===== config.mk =====
export PLATFORM = sky130hd
export DESIGN_NAME = timer_core
export DESIGN_NICKNAME = d
export VERILOG_FILES = /design/src/rtl/timer_pkg.sv /design/src/rtl/counter_core.sv /design/src/rtl/timer_core.sv
export SDC_FILE = /design/constraint.sdc
export NUM_CORES = 1
export LEC_CHECK = 0
export BUFFER_PORTS_ARGS = -buffer_cell sky130_fd_sc_hd__buf_2
export CAP_MARGIN = 5
export CORE_MARGIN = 2
export CORE_UTILIZATION = 50
export DETAILED_ROUTE_END_ITERATION = 7
export PLACE_DENSITY = 0.72
export RECOVER_POWER = 100
export SLEW_MARGIN = 5
export SYNTH_ARGS = -nofsm -noshare
export SYNTH_HDL_FRONTEND = slang
export SYNTH_SLANG_ARGS = --single-unit

===== constraint.sdc =====
create_clock -name pclk -period 8.05 [get_ports pclk]
set_clock_uncertainty 0.15 [all_clocks]
set_input_delay 1.61 -clock pclk [delete_from_list [all_inputs] [get_ports pclk]]
set_output_delay 1.61 -clock pclk [all_outputs]
set_load 0.005 [all_outputs]

===== src/rtl/timer_pkg.sv =====
// Constants shared by the timer core and its counter blocks
package timer_pkg;
	localparam logic [7:0] OFS_BUCFG = 8'h00;
	localparam logic [7:0] OFS_PSCTL = 8'h08;
	localparam logic [7:0] OFS_FCTL = 8'h10;
	localparam logic [7:0] OFS_FCNT = 8'h14;
	localparam logic [7:0] OFS_MCTL = 8'h18;
	localparam logic [7:0] OFS_MCNT = 8'h1C;
	localparam logic [7:0] OFS_MLAT = 8'h20;
	// bus_unit_config_reg fields
	localparam int BU_FRZ = 15;
	localparam int BU_VECT = 6;
	localparam int BU_IARB = 0;
	// prescaler_control_reg fields
	localparam int PS_RUN = 3;
	localparam int PS_DIV = 0;
	// Counter control register fields
	localparam int CT_COF = 15;
	localparam int CT_IL = 12;
	localparam int CT_ARB3 = 11;
	localparam int CT_DRIVE_BUS_B_BIT = 9;
	localparam int CT_DRIVE_BUS_A_BIT = 8;
	localparam int CT_PIN = 7;
	localparam int CT_PIN1 = 6;
	localparam int CT_EDGE = 4;
	localparam int CT_CLK = 0;
	// Reset values and counter top value
	localparam logic [15:0] REG_RST = 16'h0000;
	localparam logic [15:0] CNT_RST = 16'h0000;
	localparam logic [15:0] CNT_MAX = 16'hFFFF;
	// Clock select codes above the six prescaler taps
	localparam logic [2:0] CLK_RISE = 3'h6;
	localparam logic [2:0] CLK_FALL = 3'h7;
	// Load edge codes
	localparam logic [1:0] EDGE_RISE = 2'h1;
	localparam logic [1:0] EDGE_FALL = 2'h2;
	// Submodule numbers used as low vector bits
	localparam logic [5:0] FC_NUM = 6'h0C;
	localparam logic [5:0] MC_NUM = 6'h0B;
	localparam int PRE_W = 9;
endpackage


===== src/rtl/counter_core.sv =====
// Sixteen-bit up counter with clock select and optional modulus latch
`timescale 1ns/1ps
module counter_core #(
	parameter bit MODULUS = 1'b0
) (
	input wire logic pclk,
	input wire logic presetn,
	input wire logic [5:0] tick,
	input wire logic ext_rise,
	input wire logic ext_fall,
	input wire logic [2:0] clk_sel,
	input wire logic run,
	input wire logic load_evt,
	input wire logic wr_cnt,
	input wire logic wr_lat,
	input wire logic [15:0] wdata,
	output logic [15:0] count,
	output logic [15:0] latch,
	output logic ovf
);
	import timer_pkg::*;
	logic [2:0] sel_q;
	logic src;
	logic step;
	logic reload;

	always_ff @(posedge pclk or negedge presetn) begin
		if (!presetn) begin
			sel_q <= 3'h0;
		end else begin
			sel_q <= clk_sel;
		end
	end

	always_comb begin
		unique case (clk_sel)
			CLK_RISE: src = ext_rise;
			CLK_FALL: src = ext_fall;
			default: src = tick[clk_sel];
		endcase
	end

	// A changing select masks the cycle, so a stale edge is never counted
	assign step = run && (sel_q == clk_sel) && src; // RULE15 RULE24
	assign reload = MODULUS && load_evt && run;

	always_ff @(posedge pclk or negedge presetn) begin
		if (!presetn) begin
			count <= CNT_RST; // RULE12
		end else if (wr_cnt) begin
			count <= wdata; // RULE11 RULE21
		end else if (reload) begin
			count <= latch; // RULE20
		end else if (step) begin
			if (count == CNT_MAX) begin
				count <= MODULUS ? latch : CNT_RST; // RULE20
			end else begin
				count <= count + 16'h0001; // RULE24
			end
		end
	end

	// A software write outranks the wrap, so writing zero at the top is silent
	always_ff @(posedge pclk or negedge presetn) begin
		if (!presetn) begin
			ovf <= 1'b0;
		end else begin
			ovf <= !wr_cnt && !reload && step && (count == CNT_MAX); // RULE10 RULE12 RULE23
		end
	end

	generate
		if (MODULUS) begin : g_lat
			always_ff @(posedge pclk or negedge presetn) begin
				if (!presetn) begin
					latch <= CNT_RST;
				end else if (wr_cnt || wr_lat) begin
					latch <= wdata; // RULE21
				end
			end
		end else begin : g_nolat
			assign latch = CNT_RST;
		end
	endgenerate

	a_count_step: assert property (@(posedge pclk) disable iff (!presetn)
		step && !wr_cnt && !reload && count != CNT_MAX |=> count == $past(count) + 16'h0001)
		else $error("counter did not advance by one"); // RULE24
	a_write_quiet: assert property (@(posedge pclk) disable iff (!presetn)
		wr_cnt |=> !ovf && count == $past(wdata))
		else $error("write did not load or raised overflow"); // RULE12
	a_wrap_ovf: assert property (@(posedge pclk) disable iff (!presetn)
		step && !wr_cnt && !reload && count == CNT_MAX |=> ovf && count == $past(latch))
		else $error("wrap without overflow or reload"); // RULE10
	a_sel_mask: assert property (@(posedge pclk) disable iff (!presetn)
		clk_sel != sel_q && !wr_cnt && !reload |=> $stable(count))
		else $error("counted while select changed"); // RULE15
endmodule


===== src/rtl/timer_core.sv =====
// Timer bus unit with prescaler, free-running and modulus counters
// Functional notes
// (RULE1) Processor stop leaves timer running
// (RULE2) Freeze with response bit stops all counters
// (RULE3) Pin level bits track pins while frozen
// (RULE4) Freeze disables capture, holds output flops
// (RULE5) Channel pin bit shows pin or flop
// (RULE6) Response bit clear ignores freeze
// (RULE7) Low-power halt stops the whole timer
// (RULE8) Unused bits read zero, writes ignored
// (RULE9) Prescaler gives five fixed, one selectable tap
// (RULE10) Wrap from top sets overflow flag
// (RULE11) Counter reads count, write loads it
// (RULE12) Reset zeroes; writing zero at top silent
// (RULE13) Counters wait for prescaler run bit
// (RULE14) Three-bit select picks eight clock sources
// (RULE15) Select change masks edges; pin mirrored
// (RULE16) External clock at most quarter system clock
// (RULE17) Software never drives both time buses
// (RULE18) Overflow flag plus level requests interrupt
// (RULE19) Vector is upper bits plus submodule number
// (RULE20) Modulus counter reloads on wrap or pin
// (RULE21) Counter write loads counter and latch
// (RULE22) Bus unit forwards request, level, vector
// (RULE23) Latch at top overflows every pulse
// (RULE24) Each qualified pulse adds exactly one
//
// The APB register port and the register addresses were decided locally.
`timescale 1ns/1ps
module timer_core (
	input wire logic pclk,
	input wire logic presetn,
	input wire logic psel,
	input wire logic penable,
	input wire logic pwrite,
	input wire logic [7:0] paddr,
	input wire logic [31:0] pwdata,
	output logic [31:0] prdata,
	output logic pready,
	output logic pslverr,
	input wire logic sys_freeze,
	input wire logic ext_counter_clock_pin,
	input wire logic mod_load_pin,
	output logic submodule_freeze,
	output logic [15:0] tbb_a,
	output logic [15:0] tbb_b,
	output logic irq_req,
	output logic [2:0] irq_level,
	input wire logic iack_valid,
	input wire logic [2:0] iack_level,
	output logic iack_hit,
	output logic [3:0] iack_arb,
	output logic [7:0] iack_vector
);
	import timer_pkg::*;
	logic freeze_response_bit;
	logic [1:0] vector_upper_bits;
	logic [2:0] arbitration_field;
	logic prescaler_run_bit;
	logic [1:0] div_sel;
	logic [PRE_W-1:0] pre_cnt;
	logic [5:0] tick;
	logic run, tap6;
	logic ext_s1, ext_s2, ext_s3;
	logic ld_s1, ld_s2, ld_s3;
	logic ext_rise, ext_fall, ld_rise, ld_fall, load_evt;
	logic [2:0] fc_clk, mc_clk, fc_il, mc_il;
	logic fc_arb3, mc_arb3, fc_drive_bus_a_bit, fc_drive_bus_b_bit, mc_drive_bus_a_bit, mc_drive_bus_b_bit;
	logic [1:0] mc_edge;
	logic fc_cof, mc_cof, fc_ovf, mc_ovf;
	logic [15:0] fc_count, mc_count, mc_latch, fc_unused_lat;
	logic setup, access, wr, hit;
	logic wr_bucfg, wr_psctl, wr_fctl, wr_fcnt, wr_mctl, wr_mcnt, wr_mlat;
	logic [15:0] wd;
	logic [15:0] rd;
	logic fc_req, mc_req, fc_match, mc_match, fc_win;

	// Stop only halts the processor; no stop input gates this block
	assign submodule_freeze = sys_freeze && freeze_response_bit; // RULE1 RULE2 RULE6
	// Capture/compare and PWM channels consume submodule_freeze themselves
	// and hold their flops and status selection while it is high (RULE4 RULE5)
	// Low-power halt simply stops pclk; all state is held meanwhile (RULE7)
	assign run = prescaler_run_bit && !submodule_freeze; // RULE2 RULE13

	// APB slave: zero wait states, error on unmapped offsets
	assign setup = psel && !penable;
	assign access = psel && penable;
	assign pready = 1'b1;
	assign wd = pwdata[15:0];
	always_comb begin
		unique case (paddr)
			OFS_BUCFG, OFS_PSCTL, OFS_FCTL, OFS_FCNT,
			OFS_MCTL, OFS_MCNT, OFS_MLAT: hit = 1'b1;
			default: hit = 1'b0;
		endcase
	end
	assign pslverr = access && !hit;
	assign wr = access && pwrite && hit;
	assign wr_bucfg = wr && paddr == OFS_BUCFG;
	assign wr_psctl = wr && paddr == OFS_PSCTL;
	assign wr_fctl = wr && paddr == OFS_FCTL;
	assign wr_fcnt = wr && paddr == OFS_FCNT;
	assign wr_mctl = wr && paddr == OFS_MCTL;
	assign wr_mcnt = wr && paddr == OFS_MCNT;
	assign wr_mlat = wr && paddr == OFS_MLAT;

	// Read data is captured in the setup cycle so it is a flop in access
	always_comb begin
		rd = REG_RST; // RULE8
		unique case (paddr)
			OFS_BUCFG: begin
				rd[BU_FRZ] = freeze_response_bit;
				rd[BU_VECT +: 2] = vector_upper_bits;
				rd[BU_IARB +: 3] = arbitration_field;
			end
			OFS_PSCTL: begin
				rd[PS_RUN] = prescaler_run_bit;
				rd[PS_DIV +: 2] = div_sel;
			end
			OFS_FCTL: begin
				rd[CT_COF] = fc_cof;
				rd[CT_IL +: 3] = fc_il;
				rd[CT_ARB3] = fc_arb3;
				rd[CT_DRIVE_BUS_B_BIT] = fc_drive_bus_b_bit;
				rd[CT_DRIVE_BUS_A_BIT] = fc_drive_bus_a_bit;
				rd[CT_PIN] = ext_s2; // RULE3 RULE15
				rd[CT_CLK +: 3] = fc_clk;
			end
			OFS_FCNT: rd = fc_count; // RULE11
			OFS_MCTL: begin
				rd[CT_COF] = mc_cof;
				rd[CT_IL +: 3] = mc_il;
				rd[CT_ARB3] = mc_arb3;
				rd[CT_DRIVE_BUS_B_BIT] = mc_drive_bus_b_bit;
				rd[CT_DRIVE_BUS_A_BIT] = mc_drive_bus_a_bit;
				rd[CT_PIN] = ext_s2; // RULE3
				rd[CT_PIN1] = ld_s2; // RULE3
				rd[CT_EDGE +: 2] = mc_edge;
				rd[CT_CLK +: 3] = mc_clk;
			end
			OFS_MCNT: rd = mc_count;
			OFS_MLAT: rd = mc_latch;
			default: rd = REG_RST; // RULE8
		endcase
	end

	always_ff @(posedge pclk or negedge presetn) begin
		if (!presetn) begin
			prdata <= 32'h0000_0000;
		end else if (setup) begin
			prdata <= {16'h0000, rd}; // RULE8
		end
	end

	// Bus unit configuration
	always_ff @(posedge pclk or negedge presetn) begin
		if (!presetn) begin
			freeze_response_bit <= 1'b0;
			vector_upper_bits <= 2'h0;
			arbitration_field <= 3'h0;
		end else if (wr_bucfg) begin
			freeze_response_bit <= wd[BU_FRZ];
			vector_upper_bits <= wd[BU_VECT +: 2];
			arbitration_field <= wd[BU_IARB +: 3];
		end
	end

	always_ff @(posedge pclk or negedge presetn) begin
		if (!presetn) begin
			prescaler_run_bit <= 1'b0; // RULE13
			div_sel <= 2'h0;
		end else if (wr_psctl) begin
			prescaler_run_bit <= wd[PS_RUN];
			div_sel <= wd[PS_DIV +: 2];
		end
	end

	// Divider chain; restarts from zero whenever software stops it
	always_ff @(posedge pclk or negedge presetn) begin
		if (!presetn) begin
			pre_cnt <= '0;
		end else if (!prescaler_run_bit) begin
			pre_cnt <= '0;
		end else if (run) begin
			pre_cnt <= pre_cnt + 1'b1; // RULE2 RULE9
		end
	end

	// Tap k pulses once every 2^(k+1) cycles
	generate
		for (genvar k = 0; k < 5; k++) begin : g_tap
			assign tick[k] = run && (&pre_cnt[k:0]); // RULE9
		end
	endgenerate
	// Sixth tap built apart so that each bit of tick has one kind of driver
	always_comb begin
		unique case (div_sel)
			2'h0: tap6 = run && (&pre_cnt[5:0]); // RULE9
			2'h1: tap6 = run && (&pre_cnt[6:0]);
			2'h2: tap6 = run && (&pre_cnt[7:0]);
			2'h3: tap6 = run && (&pre_cnt[8:0]);
		endcase
	end
	assign tick[5] = tap6; // RULE9

	// Pin synchronisers; a third stage feeds the edge detectors
	always_ff @(posedge pclk or negedge presetn) begin
		if (!presetn) begin
			ext_s1 <= 1'b0;
			ext_s2 <= 1'b0;
			ext_s3 <= 1'b0;
			ld_s1 <= 1'b0;
			ld_s2 <= 1'b0;
			ld_s3 <= 1'b0;
		end else begin
			ext_s1 <= ext_counter_clock_pin; // RULE15
			ext_s2 <= ext_s1;
			ext_s3 <= ext_s2;
			ld_s1 <= mod_load_pin;
			ld_s2 <= ld_s1;
			ld_s3 <= ld_s2;
		end
	end
	// Edges only resolve if the pin stays below a quarter of pclk (RULE16)
	assign ext_rise = ext_s2 && !ext_s3;
	assign ext_fall = !ext_s2 && ext_s3;
	assign ld_rise = ld_s2 && !ld_s3;
	assign ld_fall = !ld_s2 && ld_s3;
	assign load_evt = (mc_edge[0] && ld_rise) || (mc_edge[1] && ld_fall); // RULE20

	// Counter control registers
	always_ff @(posedge pclk or negedge presetn) begin
		if (!presetn) begin
			fc_il <= 3'h0;
			fc_arb3 <= 1'b0;
			fc_drive_bus_a_bit <= 1'b0;
			fc_drive_bus_b_bit <= 1'b0;
			fc_clk <= 3'h0;
		end else if (wr_fctl) begin
			fc_il <= wd[CT_IL +: 3]; // RULE18
			fc_arb3 <= wd[CT_ARB3];
			fc_drive_bus_a_bit <= wd[CT_DRIVE_BUS_A_BIT];
			fc_drive_bus_b_bit <= wd[CT_DRIVE_BUS_B_BIT];
			fc_clk <= wd[CT_CLK +: 3]; // RULE14
		end
	end

	always_ff @(posedge pclk or negedge presetn) begin
		if (!presetn) begin
			mc_il <= 3'h0;
			mc_arb3 <= 1'b0;
			mc_drive_bus_a_bit <= 1'b0;
			mc_drive_bus_b_bit <= 1'b0;
			mc_edge <= 2'h0;
			mc_clk <= 3'h0;
		end else if (wr_mctl) begin
			mc_il <= wd[CT_IL +: 3];
			mc_arb3 <= wd[CT_ARB3];
			mc_drive_bus_a_bit <= wd[CT_DRIVE_BUS_A_BIT];
			mc_drive_bus_b_bit <= wd[CT_DRIVE_BUS_B_BIT];
			mc_edge <= wd[CT_EDGE +: 2];
			mc_clk <= wd[CT_CLK +: 3]; // RULE14
		end
	end

	// Overflow flags: writing zero clears, a new overflow wins the same cycle
	always_ff @(posedge pclk or negedge presetn) begin
		if (!presetn) begin
			fc_cof <= 1'b0;
			mc_cof <= 1'b0;
		end else begin
			if (fc_ovf) begin
				fc_cof <= 1'b1; // RULE10
			end else if (wr_fctl && !wd[CT_COF]) begin
				fc_cof <= 1'b0;
			end
			if (mc_ovf) begin
				mc_cof <= 1'b1; // RULE23
			end else if (wr_mctl && !wd[CT_COF]) begin
				mc_cof <= 1'b0;
			end
		end
	end

	counter_core #(.MODULUS(1'b0)) u_free (
		.pclk(pclk),
		.presetn(presetn),
		.tick(tick),
		.ext_rise(ext_rise),
		.ext_fall(ext_fall),
		.clk_sel(fc_clk),
		.run(run),
		.load_evt(1'b0),
		.wr_cnt(wr_fcnt),
		.wr_lat(1'b0),
		.wdata(wd),
		.count(fc_count),
		.latch(fc_unused_lat),
		.ovf(fc_ovf)
	);

	counter_core #(.MODULUS(1'b1)) u_mod (
		.pclk(pclk),
		.presetn(presetn),
		.tick(tick),
		.ext_rise(ext_rise),
		.ext_fall(ext_fall),
		.clk_sel(mc_clk),
		.run(run),
		.load_evt(load_evt),
		.wr_cnt(wr_mcnt),
		.wr_lat(wr_mlat),
		.wdata(wd),
		.count(mc_count),
		.latch(mc_latch),
		.ovf(mc_ovf)
	);

	// Wired-OR time buses; both drive bits set is a software fault (RULE17)
	always_ff @(posedge pclk or negedge presetn) begin
		if (!presetn) begin
			tbb_a <= CNT_RST;
			tbb_b <= CNT_RST;
		end else begin
			tbb_a <= (fc_drive_bus_a_bit ? fc_count : CNT_RST) | (mc_drive_bus_a_bit ? mc_count : CNT_RST);
			tbb_b <= (fc_drive_bus_b_bit ? fc_count : CNT_RST) | (mc_drive_bus_b_bit ? mc_count : CNT_RST);
		end
	end

	// Interrupt forwarding and acknowledge
	assign fc_req = fc_cof && (fc_il != 3'h0); // RULE18
	assign mc_req = mc_cof && (mc_il != 3'h0);
	assign irq_req = fc_req || mc_req; // RULE22
	always_comb begin
		irq_level = 3'h0;
		if (fc_req) begin
			irq_level = fc_il;
		end
		if (mc_req && (!fc_req || mc_il > fc_il)) begin
			irq_level = mc_il; // RULE22
		end
	end
	assign fc_match = fc_req && fc_il == iack_level;
	assign mc_match = mc_req && mc_il == iack_level;
	// Ties on the fourth arbitration bit go to the free-running counter
	assign fc_win = fc_match && !(mc_match && mc_arb3 && !fc_arb3); // RULE18

	always_ff @(posedge pclk or negedge presetn) begin
		if (!presetn) begin
			iack_hit <= 1'b0;
			iack_arb <= 4'h0;
			iack_vector <= 8'h00;
		end else begin
			iack_hit <= iack_valid && (fc_match || mc_match); // RULE22
			if (iack_valid && fc_win) begin
				iack_arb <= {fc_arb3, arbitration_field}; // RULE18
				iack_vector <= {vector_upper_bits, FC_NUM}; // RULE19
			end else if (iack_valid && mc_match) begin
				iack_arb <= {mc_arb3, arbitration_field};
				iack_vector <= {vector_upper_bits, MC_NUM}; // RULE19
			end
		end
	end

	a_freeze_hold: assert property (@(posedge pclk) disable iff (!presetn)
		submodule_freeze && !wr_fcnt && !wr_mcnt ##1 !wr_fcnt && !wr_mcnt
		|-> $stable(pre_cnt) && $stable(fc_count) && $stable(mc_count))
		else $error("counter moved while frozen"); // RULE2
	a_freeze_ignore: assert property (@(posedge pclk) disable iff (!presetn)
		!freeze_response_bit |-> !submodule_freeze)
		else $error("freeze honoured with response bit clear"); // RULE6
	a_pin_track: assert property (@(posedge pclk) disable iff (!presetn)
		setup && paddr == OFS_MCTL ##1 1'b1 |->
		prdata[CT_PIN1] == $past(mod_load_pin, 3))
		else $error("load pin level bit not tracking"); // RULE3
	a_run_gate: assert property (@(posedge pclk) disable iff (!presetn)
		!prescaler_run_bit && !wr_fcnt |=> $stable(fc_count))
		else $error("counter ran before run bit"); // RULE13
	a_cof_set: assert property (@(posedge pclk) disable iff (!presetn)
		fc_ovf |=> fc_cof)
		else $error("overflow flag lost"); // RULE10
	a_irq_level: assert property (@(posedge pclk) disable iff (!presetn)
		fc_cof && fc_il != 3'h0 |-> irq_req && irq_level >= fc_il)
		else $error("interrupt request or level wrong"); // RULE18
	a_vector_out: assert property (@(posedge pclk) disable iff (!presetn)
		iack_valid && fc_win |=> iack_hit && iack_vector == {$past(vector_upper_bits), FC_NUM})
		else $error("acknowledge vector wrong"); // RULE19
	a_tap_rate: assert property (@(posedge pclk) disable iff (!presetn)
		tick[0] |=> !tick[0])
		else $error("first tap not divide by two"); // RULE9
	a_unmapped: assert property (@(posedge pclk) disable iff (!presetn)
		setup && !hit |=> prdata == 32'h0000_0000)
		else $error("unmapped read not zero"); // RULE8

	c_overflow: cover property (@(posedge pclk) disable iff (!presetn) fc_ovf);
	c_reload: cover property (@(posedge pclk) disable iff (!presetn) load_evt && run);
	c_iack: cover property (@(posedge pclk) disable iff (!presetn) iack_hit);
	c_frozen: cover property (@(posedge pclk) disable iff (!presetn) submodule_freeze && run == 1'b0);
endmodule


; ---- Yosys cells after proc, flatten, opt, wreduce, memory -nomap -nowiden
; Cells that the tools add are included.
[classes]
add_sub_neg = 3
n_lt_le_gt_ge = 3
eq_ne = 20
muxes = 41
bitwise = 2
reduce_logical = 90
[op_table]
columns = op, count
row1 = 16-bit 2-to-1 mux, 11
row2 = 1-bit logical AND, 52
row3 = "16-bit by 1-bit adder with 16-bit output, second input constant", 2
row4 = "16-bit == test, second input constant", 2
row5 = "8-bit by 5-bit == test with 1-bit output, second input constant", 4
row6 = 16-bit OR, 2
row7 = 4-bit case mux with 5 select lines, 1
row8 = 9-bit 2-to-1 mux, 2
row9 = 8-bit 2-to-1 mux, 2
row10 = 1-bit zero test, 14
row11 = 2-bit case mux with 7 select lines, 1
row12 = 3-bit == test, 4
row13 = "3-bit == test, second input constant", 4
row14 = 1-bit case mux with 6 select lines, 2
row15 = 1-bit case mux with 5 select lines, 2
row16 = 2-bit case mux with 5 select lines, 1
row17 = "9-bit by 1-bit adder with 9-bit output, second input constant", 1
row18 = 9-bit AND reduction, 1
row19 = 3-bit nonzero test, 3
row20 = "8-bit by 4-bit == test with 1-bit output, second input constant", 1
row21 = "8-bit by 6-bit == test with 1-bit output, second input constant", 1
row22 = 8-bit zero test, 1
row23 = "3-bit by 4-bit less-than comparator with 1-bit output, second input constant", 2
row24 = 4-bit 2-to-1 mux, 2
row25 = 23 further kinds, 41
[word_totals]
register_bits = 163
input_bits = 52
output_inout_bits = 84

; ---- Depth between registers and ports, before layout
; Gate-level depths: netlist (run 1).
[depth]
depth_word = 12
depth_mapped = 11
mapped_depth_nobuf = 10

; ---- By module
; A second synthesis (run 1) with hierarchy kept.
[unflattened]
cells_unflattened = 824
hier_area_um2 = 8700.8
[modules_own_cells]
columns = mod, n_inst, cells_per_inst, area_per_inst_um2, seq_area_each_um2
row1 = timer_core, 1, 474, 5232.5, 2602.5
row2 = counter_core (u_mod), 1, 200, 2045.7, 900.9
row3 = counter_core (u_free), 1, 150, 1422.6, 500.5

; ---- Worst setup path after synthesis (run 1)
; OpenSTA, ideal clock, no wires.
[synth_timing]
path_kind = input -> output
from = input paddr[3]
to = output pslverr
arrival_ps = 2111
required_time_ps = 6290
setup_slack_ps = 4179
cell_stages = 3
n_path_buf = 1
cell_sequence = buf_2 > o21ai_0 > a31oi_1
[synth_via]
elab_chain_cells = 5
word_cells_on_any_way = 11
[synth_lines]
columns = element, line
row1 = start: declaration, timer_core.sv:36  ; input wire logic [7:0] paddr,
row2 = 8-bit by 4-bit == test with 1-bit output (tied with other cells), timer_core.sv:91  ; unique case (paddr)
row3 = 7-bit OR reduction *, timer_core.sv:91
row4 = 1-bit 2-to-1 mux *, timer_core.sv:91
row5 = 1-bit zero test *, timer_core.sv:97  ; assign pslverr = access && !hit;
row6 = 1-bit logical AND *, timer_core.sv:97
row7 = end: declaration, timer_core.sv:40  ; output logic pslverr,
; Mark *: on every way between the ends. The rest lies on a longest branch, timed or not.

; ---- Final worst setup path (run 1)
[layout_timing]
from = input paddr[1]
to = register fc_arb3
[layout_via]
elab_chain_cells = 5
word_cells_on_any_way = 11
[layout_lines]
columns = element, line
row1 = 8-bit by 4-bit == test with 1-bit output (tied with other cells), timer_core.sv:91
row2 = 7-bit OR reduction, timer_core.sv:91
row3 = 1-bit 2-to-1 mux, timer_core.sv:91
row4 = 1-bit logical AND, timer_core.sv:98  ; assign wr = access && pwrite && hit;
row5 = 1-bit logical AND *, timer_core.sv:101  ; assign wr_fctl = wr && paddr == OFS_FCTL;
row6 = end signal: assignment, timer_core.sv:241  ; fc_arb3 <= wd[CT_ARB3];
row7 = end: declaration, timer_core.sv:68  ; logic fc_arb3, mc_arb3, fc_drive_bus_a_bit, fc_drive_bus_b_bit, mc_drive_bus_a_bit, mc_drive_bus_b_bit;
; Marks and branches as above.
; A chain may end at the register's enable or synchronous reset.

==> flow_summary.yaml, run 1 <==
setup_path:
  critical_path_required_ps: 8220
  r2r_start: "pre_cnt[0]"
  critPathKind: "in -> reg"
  r2r_end: "u_free.count[0]"
  start_kind: "input port"
  reg2reg_depth: 10
  cp_max_fo: 12
  endpoint_kind: "register"
  cp.arrival_ps: 5850
  reg2reg_slack_ps: 4470
power:
  power.internal_mw: 1.30
  pwr-share-clk: 0.473
  peakVddDrop_v: 0.000140
  swShare: 0.230
  pwr-share-comb: 0.038
  seq_power_share: 0.489
  p_switching_mw: 0.388
  leakagePower_nw: 4.37
  p_per_area_nw_per_um2: 183
worst_hold_path:
  whs_endpoint: "ext_s2"
  hp-start: "ext_s1"
  min_path_type: "reg -> reg"
  min_path_cells: 0
die:
  top_level_ports: 136
  rows: 46
  dieWidth_um: 132
  initial_core_util: 0.513
  die_h_um: 132
  dieArea_sq_um: 17400
  core_area_sq_um: 15900
synthesis:
  yosys_warnings: 0
  syn-cell-area_sq_um: 8180
  synth_edf_count: 0
  synth_top_area_share: 0.490
  ys_seq_area_frac: 0.490
  yosys.cell_count.top_type: "dfrtp_1"
  synthTopCellsByArea: "dfrtp_1, mux2_2, a22o_1"
  synth_area_per_cell_sq_um: 10.8
  synth_cells: 759
  ys.flop_type: "dfrtp_1"
  synthTopCellsByCount: "dfrtp_1, nand2_1, o21ai_0"
  synthArstFlopShare: 1.00
  synthDistinctLibCells: 64
  synth-seq-cells: 160
  post-synth-top-area-cell: "dfrtp_1"
global_route:
  grt_max_degree: 86
  grt_pass1_wl_mm: 33.3
  grt_pass1_vias: 6099
  grt_usage: 0.246
  antenna_found_initial: 0
  overflow: 0
sta:
  timing.final.max_slew_violations: 30
  timing.final.crit_period_ps: 5680
  tightest_slew_ps: 3140
  hold_viol: 0
  max_freq_ghz: 0.176
  hold_ws_ps: 197
  slew_headroom: -1.11
  finalSetupViolations: 0
  fin_tns_setup_ps: 0
  fin_crit_sh: 0.706
  rsz0062_at_grt: "false"
place:
  dpl.cell_count: 1029
  portBuffers: 100
  place_congestion: 0.913
  dp_hpwl_mm: 14.6
clock_network:
  cts_root_buf: "clkbuf_16"
  clkTransAtPathRegs_ps: 60
  cts_tree: "built"
  cts.sinks: 160
  clk_latency_ps: 430
  post-cts-setup-buffers: 0
  cts_inserted_buffers: 17
  cts_resized: 0
  postCtsHoldBufs: 0
  clockBufferDepth: 2
  htreeDepth: 4
finish:
  final_cells: 1060
  area_growth_pct: 12.8
  drive_gt1_frac: 0.207
  nets: 893
  fillers: 1391
  antennaDiodeCount: 0
  multi_input_area_sq_um: 3820
  ff_latch_area_sq_um: 4000
routing:
  drc: 0
  vias: 6395
  via_per_inst: 6.03
  post_drt_wl_per_cell_um: 20.1
  drt_wl_total_mm: 21.3
  dr.pass1.iters: 6
  drtIter0Drc: 672
  final_antenna_net_count: 0
outcome:
  outcome: "complete, but fails checks"
  violations: "max-capacitance violations, max-slew violations"
job:
  maxCapViolCount: 2
## state kept, by name, summed over array words and instances, names as in the netlist, 2 cells and up
signal / flops
fc_clk: 3
tbb_a: 16
arbitration_field: 3
prdata: 16
u_mod.count: 16
fc_il: 3
mc_edge: 2
u_mod.sel_q: 3
div_sel: 2
tbb_b: 16
u_free.count: 16
iack_arb: 4
mc_il: 3
u_free.sel_q: 3
pre_cnt: 9
vector_upper_bits: 2
iack_vector: 5
mc_clk: 3
u_mod.latch: 16
## stage by stage
stage                     area [sq um]  utilization  worst slack [ps]  power [mW]
after floorplan                   8240            -              4180       0.866
after global placement            8720        0.547              3370       0.902
after detailed placement          8720        0.547              3320       0.903
after CTS                         9300        0.583              3480        1.70
after global routing              9230        0.579              2230        1.74
final                             9230        0.579              2370        1.68
## cell usage in the layout (no fill, tap or decap), types with 5 or more instances in the layout
master and count:
nor2_1 33, and2_0 6, mux4_2 9, clkbuf_1 28, a22o_1 37, a31oi_1 15, o211ai_1 5, clkbuf_16 17
nand2b_1 7, buf_2 69, and3_1 11, inv_1 14, a22oi_1 10, a21o_1 6, nand2_1 67, clkinv_4 5
a21oi_1 12, nor3_1 11, nand4_1 8, conb_1 19, a32oi_1 16, nand3b_1 9, xnor2_1 11, a21boi_0 6
mux2i_1 14, or3_1 11, o21ai_0 62, nor2b_1 7, xor2_1 17, nand3_1 16, dfrtp_1 160, ha_1 9
and4_1 5, mux2_2 50
## layer usage
metal | share of wire | vias up | GRT usage
met4 | 0.032 | 0 | 0.101
met3 | 0.063 | 48 | 0.0542
li1 | - | 2905 | -
met2 | 0.49 | 273 | 0.407
met1 | 0.41 | 3169 | 0.316
met5 | 0 | - | 0
## worst max-delay path by stage
stage / startpoint / end / slack [ps] / cells after the start
after global routing: paddr[1] / fc_il[1] / 2230 / 5
after CTS: paddr[3] / pslverr / 3480 / 4
final: paddr[1] / fc_arb3 / 2370 / 5
after global placement: paddr[1] / u_mod.latch[10] / 3370 / 7
after floorplan: paddr[3] / pslverr / 4180 / 3
after detailed placement: paddr[1] / u_mod.latch[14] / 3320 / 7
## logic make-up after synthesis
family          Yosys count  share of synthesized area
simple gates            211                      0.136
compound gates          193                      0.168
flops                   160                      0.490
buf+inv                  81                     0.0486
mux                      75                      0.114
xor+xnor                 28                     0.0300
fa+ha+maj                 9                     0.0138
other cells               2                   0.000918
## power by group through the flow
stage	registers, mW	logic, mW	clock network, mW
2_1_floorplan	0.832	0.0339	0
3_3_place_gp	0.837	0.0650	0
3_5_place_dp	0.837	0.0661	0
4_1_cts	0.822	0.0665	0.811
5_1_grt	0.823	0.0718	0.844
6_report	0.823	0.0641	0.797
## cell type report
cell class | count | area share
Clock buffer | 19 | 0.0480
Tap cell | 216 | 0.0293
Multi-Input combinational cell | 535 | 0.414
Timing Repair Buffer | 104 | 0.0541
Clock inverter | 12 | 0.0149
Inverter | 14 | 0.00570
Sequential cell | 160 | 0.434
## worst max-delay path: stages
cell,delay (ps)
buf_2,100
nor4_1,800
nand2_1,370
nor4_1,2480
mux2_2,480
Note: power is estimated with default switching activity, not from simulation.
==> run 2, diff against run 1 <==
ABC_AREA = 1   (was default)
clock period = 5.3 ns   (was 8.05 ns; I/O delays follow)
==> flow_summary.yaml, run 2 <==
outcome:
  outcome: "complete, but fails checks"
  violations: "max-capacitance violations, max-slew violations"
clock_network:
  cts_tree: "built"
  postCtsHoldBufs: 0
  clockBufferDepth: 2
  htreeDepth: 4
  cts.sinks: 160
  cts_resized: 0
  clkTransAtPathRegs_ps: 70
  cts_root_buf: "clkbuf_16"
  cts_inserted_buffers: 17
  clk_latency_ps: 440
  post-cts-setup-buffers: 0
place:
  place_ws_ps: 1570
  place_congestion: 0.942
  dp_hpwl_mm: 19.3
  dpl.cell_count: 1447
  post_dp_cell_area_sq_um: 9380
  portBuffers: 100
synthesis:
  post-synth-top-area-cell: "dfrtp_1"
  yosys.area_share.simple: 0.294
  ys_seq_area_frac: 0.453
  synth-adder-area-share: 0.0127
  synth_compound_area_frac: 0.124
  synth-seq-cells: 160
  synthMuxAreaShare: 0
  synth_cells: 1158
  synthDistinctLibCells: 41
  synth_top_family_by_area: "simple AND/OR/NAND/NOR gates"
  synthTopCellsByCount: "nand2_1, dfrtp_1, inv_1"
  synth_edf_count: 0
  ys.flop_type: "dfrtp_1"
  synthArstFlopShare: 1.00
  syn-cell-area_sq_um: 8850
  synth_top_area_share: 0.453
  synthTopCellsByArea: "dfrtp_1, nand2_1, inv_1"
  synth_area_per_cell_sq_um: 7.64
  yosys_warnings: 0
  synth-xor-area-share: 0.0178
  yosys.cell_count.top_type: "nand2_1"
power:
  leakagePower_nw: 4.93
  p_per_area_nw_per_um2: 316
  peakVddDrop_v: 0.000269
sta:
  timing.final.max_slew_violations: 91
  setup_slack_ps: 1120
  fin_crit_sh: 0.789
  finalSetupViolations: 0
  timing.final.crit_period_ps: 4180
  tightest_slew_ps: 2330
  rsz0062_at_grt: "false"
  max_freq_ghz: 0.239
  hold_viol: 0
  slew_headroom: -0.554
  fin_tns_setup_ps: 0
global_route:
  grt_pass1_vias: 7646
  grt_usage: 0.295
  grt_pass1_wl_mm: 41.5
  overflow: 0
  grt_max_degree: 91
  antenna_found_initial: 0
setup_path:
  cpPeakStageDelay_ps: 770
  path_buf_inv: 3
  cp_max_fo: 39
  crit_top_cell: "inv_1"
  start_kind: "input port"
  crit_chain: "buf_2, inv_1, nand2_1, nor2_1, nand3_1, inv_1, nand3_4, nand2_2, o21ai_0"
  critPathSlowestCell: "inv_1"
  cp.arrival_ps: 4320
  endpoint_kind: "register"
  critical_path_required_ps: 5440
  critPathKind: "in -> reg"
  crit_family: "simple AND/OR/NAND/NOR gates"
routing:
  post_drt_wl_per_cell_um: 18.3
  drtIter0Drc: 1060
  drt_wl_total_mm: 27.1
  vias: 8394
  dr.pass1.iters: 5
  final_antenna_net_count: 0
  via_per_inst: 5.68
  drc: 0
die:
  rows: 48
  dieWidth_um: 137
  dieArea_sq_um: 18800
  top_level_ports: 136
  initial_core_util: 0.511
  core_area_sq_um: 17300
  die_h_um: 137
finish:
  postLayoutCellArea_sq_um: 9910
  fillers: 1639
  final_common_cell: "nand2_1"
  antennaDiodeCount: 0
  final_core_util: 0.573
  nets: 1302
  final_cell_mix: "nand2_1, dfrtp_1, inv_1, nor2_1, nand3_1"
  final_cells: 1479
  drive_gt1_frac: 0.108
  area_growth_pct: 12.0
worst_hold_path:
  min_path_type: "reg -> reg"
job:
  maxCapViolCount: 1
==> run 2: cell count changes after synthesis, moves of 42 or more <==
cell	delta
nand2_1	+261
inv_1	+105
o22ai_1	+58
nand3_1	+55
nor2_1	+53
mux2_2	-51
nand4_1	+42
==> run 2: kinds of logic after synthesis <==
group,count (synthesis)
simple gates,583
compound gates,193
buf+inv,193
flops,160
xor+xnor,18
fa+ha+maj,9
other cells,2
==> run 2: area by class of cell <==
class,instances,area (sq um),share of cell area
inverters,134,503,0.0508
clock buffers,17,425,0.0429
multi-input cells,822,4000,0.404
well taps,225,282,0.0284
flip-flops and latches,160,4000,0.404
repair buffers,106,497,0.0501
clock inverters,15,196,0.0198
==> run 2: per-layer routing <==
layer | GRT usage | vias to the layer above | wire length (um)
met2 | 0.456 | 433 | 12500
met1 | 0.405 | 3957 | 11000
li1 | - | 3943 | -
met5 | 0 | - | 0
met4 | 0.0997 | 0 | 754
met3 | 0.0767 | 61 | 2910
==> run 2: worst paths after layout <==
kind                       startpoint          endpoint  slack [ps]  cells after the start
hold reg to reg                ext_s1            ext_s2         200                      0
hold / removal                 ext_s1            ext_s2         200                      0
setup reg to reg           pre_cnt[0]  u_free.count[11]        2270                     14
min in group asynchronous     presetn          fc_il[1]        1130                      1
max in group asynchronous     presetn         prdata[5]        1750                      2
setup / recovery             paddr[7]   u_mod.latch[13]        1120                      9
==> run 2: power breakdown <==
part           total (mW)  internal, mW  switching [mW]
logic               0.418         0.153           0.264
clock network        1.31         0.756           0.552
registers            1.40          1.32          0.0793
==> run 2: worst register-to-register path, delay by kind of cell (launching register included) <==
family | cells | cell delay (ps)
buffers and inverters | 1 | 70
AND/OR/NAND/NOR | 11 | 1970
flip-flops | 1 | 420
adder cells (fa/ha/maj) | 2 | 370
==> run 2: through the flow <==
stage          power (mW)  hold slack [ps]
5_1_grt              3.26              219
2_1_floorplan        1.66              181
3_3_place_gp         1.83              185
3_5_place_dp         1.84              185
6_report             3.13              198
4_1_cts              3.14              200
